**src/shared/fes_pkg.sv**
```systemverilog
// package: constants and types of the flash erase sequencer
package fes_pkg;

  // ---------------------------------------------------------------
  // timing
  // ---------------------------------------------------------------
  localparam int CLK_MHZ      = 100;
  localparam int WINDOW_US    = 100;
  localparam int WINDOW_CYC   = WINDOW_US * CLK_MHZ;
  localparam int SUSP_MIN_NS  = 100;
  localparam int SUSP_CYC     = (SUSP_MIN_NS * CLK_MHZ + 999) / 1000;
  localparam int TIMER_W      = 16;

  // ---------------------------------------------------------------
  // command bytes
  // ---------------------------------------------------------------
  localparam logic [7:0] CMD_UNLOCK1   = 8'hAA;
  localparam logic [7:0] CMD_UNLOCK2   = 8'h55;
  localparam logic [7:0] CMD_ERASE_SET = 8'h80;
  localparam logic [7:0] CMD_BULK      = 8'h10;
  localparam logic [7:0] CMD_SECTOR    = 8'h30;
  localparam logic [7:0] CMD_SUSPEND   = 8'hB0;
  localparam logic [7:0] CMD_RESUME    = 8'h30;
  localparam logic [7:0] CMD_RESET     = 8'hF0;
  localparam logic [2:0] SEQ_LAST      = 3'h5;

  // ---------------------------------------------------------------
  // status byte fields and read values
  // ---------------------------------------------------------------
  localparam int POLL_BIT   = 7;
  localparam int TOGGLE_BIT = 6;
  localparam int FAIL_BIT   = 5;
  localparam int WINDOW_BIT = 3;
  localparam int LOCK_BIT   = 7;
  localparam logic [7:0] INVALID_DATA = 8'h00;
  localparam logic [7:0] ZERO_BYTE    = 8'h00;

  // ---------------------------------------------------------------
  // types
  // ---------------------------------------------------------------
  typedef enum logic [7:0] {
    ST_READ     = 8'h01,
    ST_SEQ      = 8'h02,
    ST_WINDOW   = 8'h04,
    ST_ERASE    = 8'h08,
    ST_SUSPWAIT = 8'h10,
    ST_SUSP     = 8'h20,
    ST_BULK     = 8'h40,
    ST_FAIL     = 8'h80
  } fes_state_type;

  typedef struct packed {
    logic       preprog;
    logic       erase;
    logic       hold;
    logic [7:0] mask;
  } fes_array_type;

  typedef struct packed {
    fes_state_type        st;
    logic [2:0]           step;
    logic                 bulk;
    logic                 started;
    logic                 pre;
    logic [7:0]           mask;
    logic [TIMER_W-1:0]   timer;
    logic                 tog;
    logic                 fail;
    logic [7:0]           rdata;
    logic                 rvalid;
  } fes_regs_type;

endpackage

```
**src/hdl/fes_sequencer.sv**
```systemverilog
// flash erase sequencer: command decode, erase control, status reads
`timescale 1ns/1ps
`default_nettype none

module fes_sequencer
  import fes_pkg::*;
#(
  parameter int WINDOW_CYCLES = WINDOW_CYC
) (
  input  wire logic          clk,            // 100 MHz clock
  input  wire logic          sys_rst,        // sync reset, active high
  input  wire logic          wr_strobe,      // host write, one cycle
  input  wire logic          rd_strobe,      // host array read, one cycle
  input  wire logic [7:0]    wr_data,        // host write byte
  input  wire logic [7:0]    sector_selects, // one-hot sector decode
  input  wire logic          prot_rd,        // read protection register
  input  wire logic          lock_rd,        // read lock status register
  input  wire logic [7:0]    prot_bits,      // protection from test port
  input  wire logic          lock_bit,       // content lock from test port
  input  wire logic [7:0]    array_rdata,    // array read byte
  input  wire logic          array_done,     // array phase done, pulse
  input  wire logic          array_fail,     // cycles exhausted at done
  output var fes_array_type  array_ctl,      // array operation control
  output logic [7:0]         rd_data,        // read answer
  output logic               rd_valid        // read answer valid
);

  fes_regs_type r_reg;
  fes_regs_type r_next;

  logic [7:0] addr_sel;
  logic       in_target;
  logic       busy;
  logic [7:0] status;
  logic [7:0] live_mask;

  // ---------------------------------------------------------------
  // read-side helpers
  // ---------------------------------------------------------------
  assign addr_sel  = sector_selects;
  assign live_mask = r_reg.mask & ~prot_bits;
  assign in_target = |(addr_sel & r_reg.mask);
  assign busy      = (r_reg.st == ST_WINDOW)
                  || (r_reg.st == ST_ERASE)
                  || (r_reg.st == ST_SUSPWAIT)
                  || (r_reg.st == ST_BULK)
                  || (r_reg.st == ST_FAIL);

  always_comb begin
    status             = ZERO_BYTE;
    status[POLL_BIT]   = 1'b0;
    status[TOGGLE_BIT] = r_reg.tog;
    status[FAIL_BIT]   = r_reg.fail;
    status[WINDOW_BIT] = (r_reg.st != ST_WINDOW);
  end

  // ---------------------------------------------------------------
  // next state
  // ---------------------------------------------------------------
  always_comb begin
    r_next        = r_reg;
    r_next.rvalid = 1'b0;

    // read answers
    if (prot_rd) begin
      r_next.rdata  = prot_bits;
      r_next.rvalid = 1'b1;
    end else if (lock_rd) begin
      r_next.rdata           = ZERO_BYTE;
      r_next.rdata[LOCK_BIT] = lock_bit;
      r_next.rvalid          = 1'b1;
    end else if (rd_strobe) begin
      r_next.rvalid = 1'b1;
      if (busy && (r_reg.bulk || in_target)) begin
        r_next.rdata = status;
        if (r_reg.st != ST_FAIL)
          r_next.tog = ~r_reg.tog;
      end else if (r_reg.st == ST_SUSP && in_target) begin
        r_next.rdata = INVALID_DATA;
      end else begin
        r_next.rdata = array_rdata;
      end
    end

    case (r_reg.st)
      ST_READ: begin
        r_next.step = 3'h0;
        if (wr_strobe && wr_data == CMD_UNLOCK1) begin
          r_next.st   = ST_SEQ;
          r_next.step = 3'h1;
        end
      end

      ST_SEQ: begin
        if (wr_strobe) begin
          r_next.step = r_reg.step + 3'h1;
          case (r_reg.step)
            3'h1, 3'h4: begin
              if (wr_data != CMD_UNLOCK2)
                r_next.st = ST_READ;
            end
            3'h2: begin
              if (wr_data != CMD_ERASE_SET)
                r_next.st = ST_READ;
            end
            3'h3: begin
              if (wr_data != CMD_UNLOCK1)
                r_next.st = ST_READ;
            end
            SEQ_LAST: begin
              r_next.pre     = 1'b1;
              r_next.started = 1'b0;
              r_next.fail    = 1'b0;
              if (wr_data == CMD_BULK) begin
                r_next.bulk = 1'b1;
                r_next.mask = ~prot_bits;
                r_next.st   = ST_BULK;
              end else if (wr_data == CMD_SECTOR) begin
                r_next.bulk  = 1'b0;
                r_next.mask  = addr_sel;
                r_next.timer = '0;
                r_next.st    = ST_WINDOW;
              end else begin
                r_next.st = ST_READ;
              end
            end
            default: r_next.st = ST_READ;
          endcase
        end
      end

      ST_WINDOW: begin
        r_next.timer = r_reg.timer + 1'b1;
        if (wr_strobe) begin
          if (wr_data == CMD_SECTOR) begin
            r_next.mask  = r_reg.mask | addr_sel;
            r_next.timer = '0;
          end else if (wr_data == CMD_SUSPEND) begin
            r_next.timer = '0;
            r_next.st    = ST_SUSPWAIT;
          end else begin
            r_next.mask = 8'h00;
            r_next.st   = ST_READ;
          end
        end else if (r_reg.timer >= TIMER_W'(WINDOW_CYCLES - 1)) begin
          if (live_mask == 8'h00) begin
            r_next.st = ST_READ;
          end else begin
            r_next.mask = live_mask;
            r_next.st   = ST_ERASE;
          end
        end
      end

      ST_ERASE: begin
        r_next.started = 1'b1;
        if (wr_strobe && wr_data == CMD_RESET) begin
          r_next.mask = 8'h00;
          r_next.st   = ST_READ;
        end else if (wr_strobe && wr_data == CMD_SUSPEND) begin
          r_next.timer = '0;
          r_next.st    = ST_SUSPWAIT;
        end else if (array_done) begin
          if (array_fail) begin
            r_next.fail = 1'b1;
            r_next.st   = ST_FAIL;
          end else if (r_reg.pre) begin
            r_next.pre = 1'b0;
          end else begin
            r_next.mask = 8'h00;
            r_next.st   = ST_READ;
          end
        end
      end

      ST_SUSPWAIT: begin
        r_next.timer = r_reg.timer + 1'b1;
        if (r_reg.timer >= TIMER_W'(SUSP_CYC - 1))
          r_next.st = ST_SUSP;
      end

      ST_SUSP: begin
        if (wr_strobe && wr_data == CMD_RESUME) begin
          r_next.st = ST_ERASE;
        end else if (wr_strobe && wr_data == CMD_RESET) begin
          r_next.mask = 8'h00;
          r_next.st   = ST_READ;
        end
      end

      ST_BULK: begin
        r_next.mask = ~prot_bits;
        if (array_done) begin
          if (array_fail) begin
            r_next.fail = 1'b1;
            r_next.st   = ST_FAIL;
          end else if (r_reg.pre) begin
            r_next.pre = 1'b0;
          end else begin
            r_next.bulk = 1'b0;
            r_next.mask = 8'h00;
            r_next.st   = ST_READ;
          end
        end
      end

      ST_FAIL: begin
        if (wr_strobe && wr_data == CMD_RESET) begin
          r_next.fail = 1'b0;
          r_next.bulk = 1'b0;
          r_next.mask = 8'h00;
          r_next.st   = ST_READ;
        end
      end

      default: r_next.st = ST_READ;
    endcase
  end

  // ---------------------------------------------------------------
  // state register
  // ---------------------------------------------------------------
  always_ff @(posedge clk) begin
    if (sys_rst) begin
      r_reg.st      <= ST_READ;
      r_reg.step    <= 3'h0;
      r_reg.bulk    <= 1'b0;
      r_reg.started <= 1'b0;
      r_reg.pre     <= 1'b0;
      r_reg.mask    <= 8'h00;
      r_reg.timer   <= '0;
      r_reg.tog     <= 1'b0;
      r_reg.fail    <= 1'b0;
      r_reg.rdata   <= 8'h00;
      r_reg.rvalid  <= 1'b0;
    end else begin
      r_reg <= r_next;
    end
  end

  // ---------------------------------------------------------------
  // outputs
  // ---------------------------------------------------------------
  always_comb begin
    array_ctl.preprog = ((r_reg.st == ST_ERASE) || (r_reg.st == ST_BULK))
                        && r_reg.pre;
    array_ctl.erase   = ((r_reg.st == ST_ERASE) || (r_reg.st == ST_BULK))
                        && !r_reg.pre;
    array_ctl.hold    = (r_reg.st == ST_SUSPWAIT)
                     || (r_reg.st == ST_SUSP);
    array_ctl.mask    = (r_reg.st == ST_WINDOW) ? 8'h00 : r_reg.mask;
  end

  assign rd_data  = r_reg.rdata;
  assign rd_valid = r_reg.rvalid;

endmodule

`default_nettype wire

```
**config.mk**
```make
export PLATFORM = sky130hd
export DESIGN_NAME = fes_sequencer
export DESIGN_NICKNAME = d
export VERILOG_FILES = /design/src/shared/fes_pkg.sv /design/src/hdl/fes_sequencer.sv
export SDC_FILE = /design/constraint.sdc
export NUM_CORES = 1
export LEC_CHECK = 0
export BUFFER_PORTS_ARGS = -buffer_cell sky130_fd_sc_hd__buf_2
export CELL_PAD_IN_SITES_DETAIL_PLACEMENT = 0
export CELL_PAD_IN_SITES_GLOBAL_PLACEMENT = 1
export CORE_MARGIN = 2
export CORE_UTILIZATION = 25
export DETAILED_ROUTE_END_ITERATION = 10
export PLACE_DENSITY_LB_ADDON = 0.1
export REMOVE_ABC_BUFFERS = 1
export SYNTH_ARGS = -nofsm -noshare
export SYNTH_HDL_FRONTEND = slang
export SYNTH_SLANG_ARGS = --single-unit
```
**constraint.sdc**
```tcl
create_clock -name clk -period 4.48 [get_ports clk]
set_input_delay 0.672 -clock clk [delete_from_list [all_inputs] [get_ports clk]]
set_output_delay 0.672 -clock clk [all_outputs]
set_load 0.1 [all_outputs]
```
==> impl_metrics.yaml <==
sta:
  max_freq_mhz: 292
  fin_crit_ps: 3420
  relSlewSlack_pct: 24.2
  fin_crit_sh_pct: 76.4
  finalHoldViolCount: 0
  worst_pin_slew_ps: 1130
  skew_ps: 5.93
  finalSetupViolations: 0
  rsz0062_at_grt: "no"
  tns_ps: 0
  drv_slew: 0
worst_setup_path:
  arrival_ps: 3660
  worst_setup_path_start_kind: "flop"
  worstSetupPathType: "reg -> reg"
  r2r_start: "r_reg[41]$_SDFFE_PP1P_"
  cp-end-kind: "flop"
  crit_fanout: 14
  crit_path_cell_trace: "nor4_4, nand4b_1, and3_1, a221oi_2, and2_1, mux2i_1"
  crit_path_top_delay_cell: "nand4b_1"
  startpoint: "r_reg[41]$_SDFFE_PP1P_"
  required_ps: 4710
  critical_path.max_stage_delay_ps: 640
die:
  start_util_pct: 25.7
  ios: 61
  fp.dieH_um: 124
  core_um2: 13900
  die_w_um: 124
  rows: 43
  die_area_um2: 15300
global_route:
  grt_start_max_net_pins: 31
  grt_pass1_wl_um: 19200
  globalRouteTotalUtil_pct: 16.3
  antenna_found_initial: 0
  grt-ovfl-total: 0
  grt_pass1_vias: 3398
run_status:
  outcome: "finished, final reports clean"
synthesis:
  syn_avg_cell_area_um2: 7.83
  synth_edf_count: 0
  synth_top_family_by_area: "simple AND/OR/NAND/NOR gates"
  synth_fa_ha_area_share_pct: 2.79
  yosysWarnings: 0
  yosysUniqueCellTypes: 71
  synth-compound-area-share_pct: 23.9
  synth-simple-area-share_pct: 33.8
  synth_area_um2: 3590
  syn-instance-count: 458
  ys_seq_area_share_pct: 26.8
  ys_ff_latch: 48
  synth_xor_area_share_pct: 4.88
  ys_async_sr_fraction_pct: 0
  ys.flop_type: "dfxtp_1"
  synthMuxAreaShare_pct: 0.837
cts:
  cts_tree: "built"
  clkTransAtPathRegs_ps: 70
  cts.sinks: 48
  numCtsBuffers: 5
  cts_resized: 0
  hold_buffers: 0
  htreeDepth: 2
  post_cts_buffers: 0
  clock-root-buffer: "clkbuf_16"
  cts_buffer_depth: 2
  insertion_delay_ps: 300
route:
  wirelength_um: 12300
  drtAntennaViolNets: 0
  drc: 0
  vias: 3615
  top_layer: "met4"
  drtIter0Drc: 273
  wl_met1_um: 5800
  wl_met3_um: 712
  post_drt_wl_per_cell_um: 18.2
  vias_per_cell: 5.33
  met2_length_um: 5550
  dr.pass1.iters: 5
finish:
  nFillCells: 1523
  largest_reg_flops: 39
  multiInputGateArea_um2: 2380
  post-route-util_pct: 29.8
  seq_area_um2: 961
  drive_above_1_share_pct: 19.5
  final_net_count: 545
  syn_to_final_growth_pct: 15.7
placed_design:
  place.gp.congestion: 0.871
  port_buffers: 60
  hpwl_um: 9340
pwr:
  power_leakage_nw: 1.45
  p_total_mw: 1.02
  ir_worst_vdd_v: 0.000116
  p_per_area_nw_per_um2: 247
job:
  maxCapViolCount: 0
worst_hold_path:
  hold_start: "rd_data[5]$_SDFFE_PP0P_"
  hold_class: "reg -> reg"
-- worst max-delay path, delay by kind of cell (launching register included) --
kind               cells  cell delay (ps)
AOI/OAI and AO/OA      1              600
and+or+nand+nor        4             2080
muxes                  1              230
DFF                    1              430
-- cell usage in the layout (no fill, tap or decap), drive strengths merged, types with 6 or more instances in the layout --
master	n
nor4	15
nand2	21
a31oi	6
inv	19
nand2b	10
a22oi	8
nand4	13
nor3b	6
buf	64
clkbuf	7
a211oi	16
a21oi	26
ha	8
nor3	21
and3	14
nor2	55
and2	10
o21ai	21
xnor2	18
nand3	17
dfxtp	48
-- per-stage QoR --
stage	hold WS, ps	cells	worst slack, ps	area (um^2)
after floorplan	432	425	1080	3410
after global placement	457	669	1050	3960
after detailed placement	466	669	1010	3960
after CTS	477	677	997	4150
after global routing	499	677	806	4150
final	467	678	1060	4150
-- metal layers --
layer	up-vias	global-route usage (%)
li1	1792	-
met5	-	0
met3	16	2.93
met1	1715	22.0
met2	92	26.1
met4	0	5.61
-- kinds of logic (layout without fill, tap and decap cells) --
| logic type | count (synthesis) | after routing |
|---|---|---|
| and+or+nand+nor | 212 | 212 |
| AOI/OAI and AO/OA | 115 | 115 |
| buffers and inverters | 52 | 91 |
| DFF | 48 | 48 |
| xor gates and xnor gates | 20 | 20 |
| adders and majority gates | 8 | 8 |
| muxes | 3 | 3 |
| other | 0 | 1 |
-- synth_stat cells, types with 6 or more instances --
cell,instances,area [um^2]
a31oi_1,6,37.5
nor4_1,13,81.3
xnor2_1,18,158
a211oi_2,6,75.1
o21ai_1,7,35.0
a211oi_1,10,75.1
ha_1,8,100
and2_1,10,62.6
nor3_1,20,100
o21ai_0,14,70.1
nand2b_1,10,62.6
nor2_1,54,203
inv_1,19,71.3
a22oi_1,8,60.1
clkbuf_1,17,63.8
and3_1,14,87.6
nand4_1,13,81.3
nand3_1,17,85.1
nand2_1,21,78.8
dfxtp_1,48,961
a21oi_1,26,130
buf_4,9,67.6
-- where the power goes --
part / internal (mW) / switching, mW / total, mW
Clock: 0.294 / 0.177 / 0.471
Sequential: 0.431 / 0.00231 / 0.434
Combinational: 0.0325 / 0.0866 / 0.119
Total: 0.758 / 0.265 / 1.02
-- area by class of cell --
class,count,area share (%)
diodes,1,0.0603
clock buffers,7,3.68
clock inverters,1,0.724
inverters,19,1.72
multi-input cells,358,57.3
flip-flops and latches,48,23.2
well taps,180,5.43
repair buffers,64,7.96
-- final timing paths --
path / to / slack, ps / depth (start not counted)
max: r_reg[31]$_SDFFE_PP0P_ / 1060 / 6
max reg2reg: r_reg[31]$_SDFFE_PP0P_ / 1060 / 6
min: rd_data[5]$_SDFFE_PP0P_ / 470 / 2
min reg2reg: rd_data[5]$_SDFFE_PP0P_ / 470 / 2
Power figures use the tool's default switching activity.
